### src/design/psfi_regs.vh
`ifndef PSFI_REGS_VH
`define PSFI_REGS_VH
// ----------------------------------------------------------------
// register offsets (word index on the plain register port)
// ----------------------------------------------------------------
`define PSFI_ADDR_MODE 4'h0
`define PSFI_ADDR_KEY 4'h1
`define PSFI_ADDR_PSUP 4'h2
`define PSFI_ADDR_SSUP 4'h3
`define PSFI_ADDR_STAT 4'h4
// ----------------------------------------------------------------
// mode request codes (mode register bits 2:0)
// ----------------------------------------------------------------
`define PSFI_REQ_DEFAULT 3'h1
`define PSFI_REQ_CONFIG 3'h2
`define PSFI_REQ_ACTIVE 3'h3
`define PSFI_REQ_VERIFY 3'h5
`define PSFI_REQ_WEAK 3'h6
// ----------------------------------------------------------------
// unlock key words, written back to back
// ----------------------------------------------------------------
`define PSFI_KEY_FIRST 16'hA55A
`define PSFI_KEY_SECOND 16'h5AA5
// ----------------------------------------------------------------
// field positions
// ----------------------------------------------------------------
`define PSFI_SSUP_DESATURATION_DETECT_LSB 0
`define PSFI_SSUP_OCP_LSB 2
`define PSFI_PSUP_SEL_LSB 0
// supply test select codes (primary supply has no code)
`define PSFI_SUP_NONE 3'h0
`define PSFI_SUP_UV2 3'h1
`define PSFI_SUP_OV2 3'h2
`define PSFI_SUP_UV3 3'h3
`define PSFI_SUP_OV3 3'h4
// status bit positions
`define PSFI_STAT_DESATURATION_DETECT 0
`define PSFI_STAT_OCP 1
`define PSFI_STAT_SUP_LSB 2
`define PSFI_STAT_UNLOCK 6
`define PSFI_STAT_MODE_LSB 8
// ----------------------------------------------------------------
// timing
// ----------------------------------------------------------------
`define PSFI_CLK_MHZ 40
`define PSFI_TIMEOUT_US 1000
`define PSFI_TIMEOUT_CYC (`PSFI_TIMEOUT_US * `PSFI_CLK_MHZ)
`define PSFI_DESATURATION_DETECT_BLANK_NS 2500
`define PSFI_DESATURATION_DETECT_BLANK_CYC ((`PSFI_DESATURATION_DETECT_BLANK_NS * `PSFI_CLK_MHZ + 999) / 1000)
`define PSFI_OCP_BLANK_NS 1000
`define PSFI_OCP_BLANK_CYC ((`PSFI_OCP_BLANK_NS * `PSFI_CLK_MHZ + 999) / 1000)
`endif

### src/design/psfi_fault_inject.v
`timescale 1ns/1ps
`default_nettype none
`include "psfi_regs.vh"
module psfi_fault_inject #(
	parameter TIMEOUT_CYC = `PSFI_TIMEOUT_CYC, // test mode time-out
	parameter DESATURATION_DETECT_BLANK = `PSFI_DESATURATION_DETECT_BLANK_CYC, // desaturation_detect blanking
	parameter OCP_BLANK = `PSFI_OCP_BLANK_CYC // overcurrent blanking
) (
	input wire mclk,
	input wire rst_b,
	input wire [3:0] regAddr,
	input wire [15:0] regWdata,
	input wire regWr,
	input wire regRd,
	output reg [15:0] regRdata,
	input wire pwmCommandInput,
	input wire desatCmpIn,
	input wire [1:0] ocpCmpIn,
	input wire [3:0] supplyFaultIn,
	output reg gateOnStrong,
	output reg gateOnWeak,
	output reg desatErr,
	output reg ocpErr,
	output reg [3:0] supplyErr,
	output reg [4:0] modeState
);
	// ----------------------------------------------------------------
	// mode states, one-hot
	// ----------------------------------------------------------------
	localparam [4:0] ST_DEFAULT = 5'h01; // default_mode
	localparam [4:0] ST_CONFIG = 5'h02; // configuration_mode
	localparam [4:0] ST_ACTIVE = 5'h04; // normally active
	localparam [4:0] ST_VERIFY = 5'h08; // verification_mode
	localparam [4:0] ST_WEAK = 5'h10; // weak_active_mode

	// blanking countdown from its load value
	function [15:0] psfiCount;
		input [15:0] cnt;
		input start;
		input [31:0] load;
		begin
			if (start) begin
				psfiCount = load[15:0]; // blanking counts fit 16 bits
			end else if (cnt != 16'h0000) begin
				psfiCount = cnt - 16'h0001;
			end else begin
				psfiCount = cnt;
			end
		end
	endfunction

	// ----------------------------------------------------------------
	// pin synchronisers
	// ----------------------------------------------------------------
	reg [7:0] pinMeta_r; // first stage, read only by second
	reg [7:0] pinSync_r; // second stage
	always @(posedge mclk) begin
		if (!rst_b) begin
			pinMeta_r <= 8'h00;
			pinSync_r <= 8'h00;
		end else begin
			pinMeta_r <= {supplyFaultIn, ocpCmpIn, desatCmpIn,
				pwmCommandInput};
			pinSync_r <= pinMeta_r;
		end
	end
	wire pwmS = pinSync_r[0]; // synced pwm command
	wire desatS = pinSync_r[1]; // synced desaturation_detect comparator
	wire [1:0] ocpS = pinSync_r[3:2]; // synced ocp comparators
	wire [3:0] supS = pinSync_r[7:4]; // synced supply monitors

	// ----------------------------------------------------------------
	// registers and state
	// ----------------------------------------------------------------
	reg [4:0] state_r; // current mode
	reg [4:0] state_nxt;
	reg unlock_r; // key sequence seen since reset
	reg keyHalf_r; // first key word seen
	reg [2:0] supSel_r; // primary supervision select
	reg [1:0] desatLvl_r; // secondary select, desaturation_detect level
	reg [1:0] ocpLvl_r; // secondary select, ocp level
	reg [2:0] supAct_r; // applied supply test
	reg [1:0] desatAct_r; // applied desaturation_detect level
	reg [1:0] ocpAct_r; // applied ocp level
	reg [31:0] tmo_r; // test mode time-out counter
	reg pwmD_r; // pwm delayed for edge detect
	reg [15:0] dBlank_r; // desaturation_detect blanking countdown
	reg [15:0] oBlank_r; // ocp blanking countdown
	reg dArmed_r; // desaturation_detect blanking running or done
	reg oArmed_r; // ocp blanking running or done
	reg [4:0] prevState_r; // state one cycle back

	wire wrMode = regWr && (regAddr == `PSFI_ADDR_MODE);
	wire wrKey = regWr && (regAddr == `PSFI_ADDR_KEY);
	wire wrStat = regWr && (regAddr == `PSFI_ADDR_STAT);
	wire [2:0] req = regWdata[2:0];
	wire inTest = (state_r == ST_VERIFY) || (state_r == ST_WEAK);
	wire inWeak = (state_r == ST_WEAK);
	wire tmoHit = inTest && (tmo_r == TIMEOUT_CYC - 1);
	wire weakEntry = inWeak && (prevState_r != ST_WEAK);
	wire pwmRise = pwmS && !pwmD_r;

	// ----------------------------------------------------------------
	// mode state machine
	// ----------------------------------------------------------------
	always @* begin
		state_nxt = state_r;
		case (state_r)
			ST_DEFAULT: begin
				if (wrMode && req == `PSFI_REQ_CONFIG) begin
					state_nxt = ST_CONFIG;
				end
			end
			ST_CONFIG: begin
				if (wrMode && req == `PSFI_REQ_ACTIVE) begin
					state_nxt = ST_ACTIVE;
				end else if (wrMode && req == `PSFI_REQ_VERIFY &&
					unlock_r) begin
					state_nxt = ST_VERIFY;
				end else if (wrMode && req == `PSFI_REQ_DEFAULT) begin
					state_nxt = ST_DEFAULT;
				end
			end
			ST_ACTIVE: begin
				// no route from here into a test mode
				if (wrMode && req == `PSFI_REQ_CONFIG) begin
					state_nxt = ST_CONFIG;
				end
			end
			ST_VERIFY: begin
				if (tmoHit) begin
					state_nxt = ST_DEFAULT;
				end else if (wrMode && req == `PSFI_REQ_WEAK) begin
					state_nxt = ST_WEAK;
				end else if (wrMode && req == `PSFI_REQ_DEFAULT) begin
					state_nxt = ST_DEFAULT;
				end
			end
			ST_WEAK: begin
				if (tmoHit || (wrMode && req == `PSFI_REQ_DEFAULT)) begin
					state_nxt = ST_DEFAULT;
				end
			end
			default: begin
				state_nxt = ST_DEFAULT;
			end
		endcase
	end

	// state, key sequence, selections and time-out
	always @(posedge mclk) begin
		if (!rst_b) begin
			state_r <= ST_DEFAULT;
			prevState_r <= ST_DEFAULT;
			unlock_r <= 1'b0;
			keyHalf_r <= 1'b0;
			supSel_r <= 3'h0;
			desatLvl_r <= 2'h0;
			ocpLvl_r <= 2'h0;
			supAct_r <= 3'h0;
			desatAct_r <= 2'h0;
			ocpAct_r <= 2'h0;
			tmo_r <= 32'h00000000;
		end else begin
			state_r <= state_nxt;
			prevState_r <= state_r;
			// two key words on consecutive writes, any other write breaks it
			if (wrKey && keyHalf_r && regWdata == `PSFI_KEY_SECOND) begin
				unlock_r <= 1'b1;
			end
			// idle cycles between the two writes keep the first half
			if (regWr) begin
				keyHalf_r <= wrKey && (regWdata == `PSFI_KEY_FIRST);
			end
			// selections are writable in configuration only
			if (regWr && state_r == ST_CONFIG) begin
				if (regAddr == `PSFI_ADDR_PSUP) begin
					supSel_r <= regWdata[`PSFI_PSUP_SEL_LSB +: 3];
				end
				if (regAddr == `PSFI_ADDR_SSUP) begin
					desatLvl_r <= regWdata[`PSFI_SSUP_DESATURATION_DETECT_LSB +: 2];
					ocpLvl_r <= regWdata[`PSFI_SSUP_OCP_LSB +: 2];
				end
			end
			// applied on entry to verification, kept in weak-active, dropped on return to default
			if (state_nxt == ST_VERIFY && state_r == ST_CONFIG) begin
				supAct_r <= supSel_r;
				desatAct_r <= desatLvl_r;
				ocpAct_r <= ocpLvl_r;
			end else if (state_nxt != ST_VERIFY && state_nxt != ST_WEAK) begin
				supAct_r <= 3'h0;
				desatAct_r <= 2'h0;
				ocpAct_r <= 2'h0;
			end
			// time-out runs across verification and weak-active
			if (inTest && state_nxt != ST_DEFAULT) begin
				tmo_r <= tmo_r + 32'h00000001;
			end else begin
				tmo_r <= 32'h00000000;
			end
		end
	end

	// ----------------------------------------------------------------
	// fault forcing and output forwarding
	// ----------------------------------------------------------------
	wire dL1 = (desatAct_r == 2'h1);
	wire dL2 = (desatAct_r == 2'h2);
	wire dL3 = (desatAct_r == 2'h3);
	wire oL1 = (ocpAct_r == 2'h1);
	wire oL3 = (ocpAct_r == 2'h3);
	// comparator inputs pulled above threshold when forced
	wire desatSense = desatS || dL1 || dL3;
	wire ocpSense = (|ocpS) || oL1 || oL3;
	// pwm kept off the output stage for these levels
	wire blockOut = dL2 || dL3 || oL3;
	wire anyErr = desatErr || ocpErr || (|supplyErr);
	wire dBlankDone = dArmed_r && (dBlank_r == 16'h0000);
	wire oBlankDone = oArmed_r && (oBlank_r == 16'h0000);
	// injected supply fault for the addressed monitor only
	reg [3:0] supInj;
	always @* begin
		supInj = 4'h0;
		if (state_r == ST_VERIFY) begin
			case (supAct_r)
				`PSFI_SUP_UV2: supInj = 4'h1;
				`PSFI_SUP_OV2: supInj = 4'h2;
				`PSFI_SUP_UV3: supInj = 4'h4;
				`PSFI_SUP_OV3: supInj = 4'h8;
				default: supInj = 4'h0;
			endcase
		end
	end

	// blanking, error flags and gate drive
	always @(posedge mclk) begin
		if (!rst_b) begin
			pwmD_r <= 1'b0;
			dBlank_r <= 16'h0000;
			oBlank_r <= 16'h0000;
			dArmed_r <= 1'b0;
			oArmed_r <= 1'b0;
			desatErr <= 1'b0;
			ocpErr <= 1'b0;
			supplyErr <= 4'h0;
			gateOnStrong <= 1'b0;
			gateOnWeak <= 1'b0;
		end else begin
			pwmD_r <= pwmS;
			// blanking starts on a turn-on command, even undriven
			dBlank_r <= psfiCount(dBlank_r, pwmRise, DESATURATION_DETECT_BLANK);
			oBlank_r <= psfiCount(oBlank_r, pwmRise, OCP_BLANK);
			dArmed_r <= pwmS && (dArmed_r || pwmRise);
			oArmed_r <= pwmS && (oArmed_r || pwmRise);
			// errors are sticky; a new event wins over the clear
			if ((dBlankDone && desatSense) || (weakEntry && dL3)) begin
				desatErr <= 1'b1;
			end else if (wrStat && regWdata[`PSFI_STAT_DESATURATION_DETECT]) begin
				desatErr <= 1'b0;
			end
			if ((oBlankDone && ocpSense) || (weakEntry && oL3)) begin
				ocpErr <= 1'b1;
			end else if (wrStat && regWdata[`PSFI_STAT_OCP]) begin
				ocpErr <= 1'b0;
			end
			supplyErr <= (supplyErr & ~(wrStat ?
				regWdata[`PSFI_STAT_SUP_LSB +: 4] : 4'h0)) |
				supS | supInj;
			// gate drive: full in active, weak in weak-active
			gateOnStrong <= (state_r == ST_ACTIVE) && pwmS && !anyErr;
			gateOnWeak <= inWeak && pwmS && !blockOut && !anyErr;
		end
	end

	// ----------------------------------------------------------------
	// register read port, data one cycle after strobe
	// ----------------------------------------------------------------
	always @(posedge mclk) begin
		if (!rst_b) begin
			regRdata <= 16'h0000;
			modeState <= ST_DEFAULT;
		end else begin
			modeState <= state_r;
			if (regRd) begin
				case (regAddr)
					`PSFI_ADDR_MODE: regRdata <= {11'h000, state_r};
					`PSFI_ADDR_PSUP: regRdata <= {13'h0000, supSel_r};
					`PSFI_ADDR_SSUP: regRdata <= {12'h000, ocpLvl_r,
						desatLvl_r};
					`PSFI_ADDR_STAT: regRdata <= {3'h0, state_r, 1'b0,
						unlock_r, supplyErr, ocpErr, desatErr};
					default: regRdata <= 16'h0000;
				endcase
			end else begin
				regRdata <= 16'h0000;
			end
		end
	end
endmodule // psfi_fault_inject
`default_nettype wire

### config.mk
export PLATFORM = sky130hd
export DESIGN_NAME = psfi_fault_inject
export DESIGN_NICKNAME = d
export VERILOG_FILES = /design/src/design/psfi_fault_inject.v
export VERILOG_INCLUDE_DIRS = /design/src /design/src/design
export SDC_FILE = /design/constraint.sdc
export NUM_CORES = 1
export LEC_CHECK = 0
export ABC_CLOCK_PERIOD_IN_PS = 2200
export BUFFER_PORTS_ARGS = -buffer_cell sky130_fd_sc_hd__buf_2
export CORE_MARGIN = 1
export CORE_UTILIZATION = 40
export DETAILED_ROUTE_END_ITERATION = 10
export GPL_TIMING_DRIVEN = 0
export PLACE_DENSITY_LB_ADDON = 0.1
export SLEW_MARGIN = 40
export SYNTH_ARGS = -nofsm -noshare
export SYNTH_HDL_FRONTEND = slang
export SYNTH_SLANG_ARGS = --single-unit
### constraint.sdc
create_clock -name mclk -period 2.2 [get_ports mclk]
set_clock_uncertainty 0.15 [all_clocks]
set_input_delay 0.33 -clock mclk [delete_from_list [all_inputs] [get_ports mclk]]
set_output_delay 0.33 -clock mclk [all_outputs]
set_load 0.03 [all_outputs]
==> run_results.csv <==
group,metric,value,unit
power_and_ir_drop,power_density,1040,nW/um2
detailed_routing,dr.pass1.iters,5,
cts,h-tree-depth,4,
min_path,hp-class,"in -> reg",
sta,fmax,0.444,GHz
cts,root_buffer,"clkbuf_16",
min_path,min_path_cells,3,
detailed_routing,avgViaCountPerCell,5.40,
critical_path,reg2reg_from,"state_r[0]",
layout,fin_util,51.8,%
critical_path,crit_fanout,10,
sta,setup_viol_count_final,10,
critical_path,reg2reg_slack,-0.05,ns
placed_design,port_buffers,55,
sta,fin_ws,-0.0520,ns
yosys,synth_ff_type,"dfxtp_1",
critical_path,cp-end-kind,"flop",
sta,maxSlewViolCount,0,
yosys,synth-seq-cells,129,
cts,cts.clk_slew.worst_paths,0.06,ns
run_status,outcome,"finished with violations",
critical_path,critical_path_class,"reg -> reg",
yosys,ys_async_sr_fraction,0,%
sta,min_period_over_period,102,%
placed_design,post-dp-hpwl,10.4,mm
grt,antenna_found_initial,0,
sta,period_needed,2.25,ns
cts,cts_tree,"done",
sta,rsz0062_at_grt,"yes",
grt,grt_max_degree,17,
min_path,holdPathEnd,"ocpLvl_r[1]",
layout,num_antenna_cells,0,
floorplanning,io_pins,61,
power_and_ir_drop,ir_worst_vdd,550,uV
sta,slew_headroom,53.7,%
floorplanning,start_util,41.6,%
floorplanning,dieArea,15100,um2
placed_design,dpl_cell_area,6360,um2
grt,overflow,0,
critical_path,arrival,2.39,ns
detailed_routing,ant_nets,0,
power_and_ir_drop,p_clk_share,39.8,%
critical_path,reg2reg_to,"tmo_r[10]",
yosys,yosysSeqAreaShare,44.2,%
min_path,hp-start,"regWdata[3]",
detailed_routing,drtIter0Drc,328,
power_and_ir_drop,p_leak,2.64,nW
layout,final_nets,789,
run,cap_violations,0,
grt,grt_pass1_wl,23.8,mm
placed_design,gp_routability_congestion,0.855,
yosys,ys_types,69,
grt,grt_use_total,20.6,%
detailed_routing,post_drt_wl_per_cell,15.7,um
detailed_routing,vias,5108,
detailed_routing,drc,0,
run_status,violations,"setup timing",
critical_path,startpoint_type,"flop",
floorplanning,coreArea,14000,um2
layout,stdcell_area,7280,um2
critical_path,critPathRequiredTime,2.34,ns
cts,clock_latency,0.41,ns
floorplanning,die_h,123,um
power_and_ir_drop,combPwrFrac,22.9,%
sta,worst_pin_slew,0.688,ns
layout,syn2layout_area_growth,24.5,%
grt,grt_pass1_vias,4782,
cts,cts_buffer_depth,2,
detailed_routing,drt_wl_total,14.9,mm
floorplanning,die_w,123,um
critical_path,reg2reg_depth,8,
yosys,syn_inst,660,
power_and_ir_drop,p_seq_share,37.3,%
yosys,synth-edff-count,0,
yosys,synthesis.area,5850,um2
floorplanning,rows,43,
layout,drive_above_1_share,20.1,%
yosys,yosys_warnings,0,
power_and_ir_drop,intPower,5.24,mW
cts,cts_buffers,17,
power_and_ir_drop,swShare,30.6,%
cts,cts_sinks,129,
power_and_ir_drop,power.switching,2.31,mW
yosys,syn_avg_cell_area,8.86,um2
sta,finalHoldViolations,0,
==> power groups by stage <==
stage | registers, mW | logic, mW | clock network, mW
floorplan | 2.81 | 1.32 | 0
global route | 2.85 | 1.93 | 3.18
detailed placement | 2.85 | 1.64 | 0
global placement | 2.84 | 1.61 | 0
CTS | 2.81 | 1.67 | 3.06
finish | 2.82 | 1.73 | 3.00
==> metal layers <==
| layer | global-route usage, % | wire (um) | vias to the layer above |
|---|---|---|---|
| met1 | 28.2 | 7200 | 2420 |
| met2 | 31.6 | 6690 | 141 |
| met5 | 0 | 0 | - |
| met4 | 6.40 | 234 | 0 |
| li1 | - | - | 2527 |
| met3 | 5.40 | 749 | 20 |
==> placed cells by master (no fill, tap or decap), types with 8 or more instances in the layout <==
cell type / synthesis / final
dfxtp_1: 129 / 127
buf_2: 12 / 65
nor2_1: 55 / 54
nor3_1: 56 / 48
inv_1: 33 / 33
nand2_1: 32 / 32
and2_1: 30 / 30
xnor2_1: 28 / 28
a21oi_1: 28 / 28
xor2_1: 22 / 22
nand3_1: 20 / 20
nor4_1: 21 / 19
clkbuf_16: 0 / 18
buf_4: 5 / 16
o21ai_0: 17 / 16
nand4_1: 15 / 15
clkbuf_1: 16 / 13
and4_1: 8 / 8
and3_1: 8 / 8
nor2b_1: 9 / 8
mux2i_1: 8 / 8
dlygate4sd3_1: 0 / 8
==> synthesized netlist by cell type, drive strengths merged (4+ instances only) <==
cell type / n / area share [%]
a21oi: 28 / 2.4
a31oi: 6 / 0.64
and2: 30 / 3.2
and3: 8 / 0.86
and4: 8 / 1.2
buf: 18 / 1.9
clkbuf: 17 / 1.1
dfxtp: 129 / 44
inv: 33 / 2.1
mux2: 4 / 0.77
mux2i: 8 / 1.4
nand2: 33 / 2.2
nand2b: 7 / 0.75
nand3: 20 / 1.7
nand4: 15 / 1.6
nand4b: 4 / 0.86
nor2: 56 / 3.6
nor2b: 9 / 0.96
nor3: 57 / 5.0
nor4: 23 / 2.8
nor4b: 5 / 0.86
o211ai: 5 / 0.73
o21ai: 18 / 1.5
o31ai: 8 / 1.3
o32ai: 7 / 1.0
or2: 4 / 0.43
or3: 7 / 0.92
or4: 4 / 0.58
xnor2: 28 / 4.2
xor2: 22 / 3.3
==> per-stage QoR <==
stage	power, mW	setup TNS (ns)	setup slack (ns)	std cells	hold slack (ns)
2_1_floorplan	4.12	0	0.201	663	0.261
3_3_place_gp	4.45	-5.37	-0.256	898	0.266
3_5_place_dp	4.50	-6.17	-0.258	898	0.273
4_1_cts	7.53	0	0.0101	937	0.0573
5_1_grt	7.96	-2.39	-0.0921	946	0.111
6_report	7.55	-0.354	-0.0520	946	0.0693
==> worst max-delay path, stage by stage, from the launching register on <==
cell and delay [ns]:
dfxtp_2 0.33, buf_6 0.12, or3_4 0.42, buf_4 0.15
nor4_1 0.29, o21ai_1 0.14, nand4b_4 0.13, buf_2 0.30
nor3_1 0.10
==> cell type report <==
cell class / instances / area (um2)
fillers: 1333 / 6770
well taps: 180 / 225
plain buffers: 32 / 181
flip-flops and latches: 129 / 2580
inverters: 33 / 124
multi-input cells: 466 / 3070
clock buffers: 19 / 453
repair buffers: 75 / 460
clock inverters: 12 / 181
==> how the worst max path moves through the flow <==
stage | from | end | cells after the start
4_1_cts | state_r[0] | tmo_r[11] | 8
6_report | state_r[0] | tmo_r[10] | 8
3_3_place_gp | regAddr[1] | supAct_r[1] | 7
2_1_floorplan | state_r[2] | tmo_r[10] | 8
5_1_grt | state_r[0] | tmo_r[10] | 8
3_5_place_dp | regAddr[1] | supAct_r[0] | 6
==> cell families after synthesis <==
| family | synth area share, % |
|---|---|
| AOI/OAI and AO/OA | 11.0 |
| DFF | 44.2 |
| other | 0.0642 |
| adders and majority gates | 0.642 |
| xor gates and xnor gates | 7.49 |
| and+or+nand+nor | 29.4 |
| muxes | 2.14 |
| buffers and inverters | 5.09 |
==> flip-flops by register name, summed over array words and instances, names as in the netlist, 2 cells and up <==
register / flops
desatLvl_r: 2
pinMeta_r: 8
supSel_r: 3
supplyErr: 4
supAct_r: 3
oBlank_r: 16
regRdata: 12
desatAct_r: 2
dBlank_r: 16
ocpAct_r: 2
pinSync_r: 8
tmo_r: 32
modeState: 5
state_r: 5
ocpLvl_r: 2
==> repair_timing <==
item | CTS | global route
resized for setup | 8 | 21
cloned | 0 | 2
hold buffers | 8 | 0
endpoints found under the setup margin | 45 | 53
setup buffers | 1 | 9
endpoints found under the hold margin | 8 | 0
pin swaps | 1 | 8
Note: power is estimated with default switching activity, not from simulation.
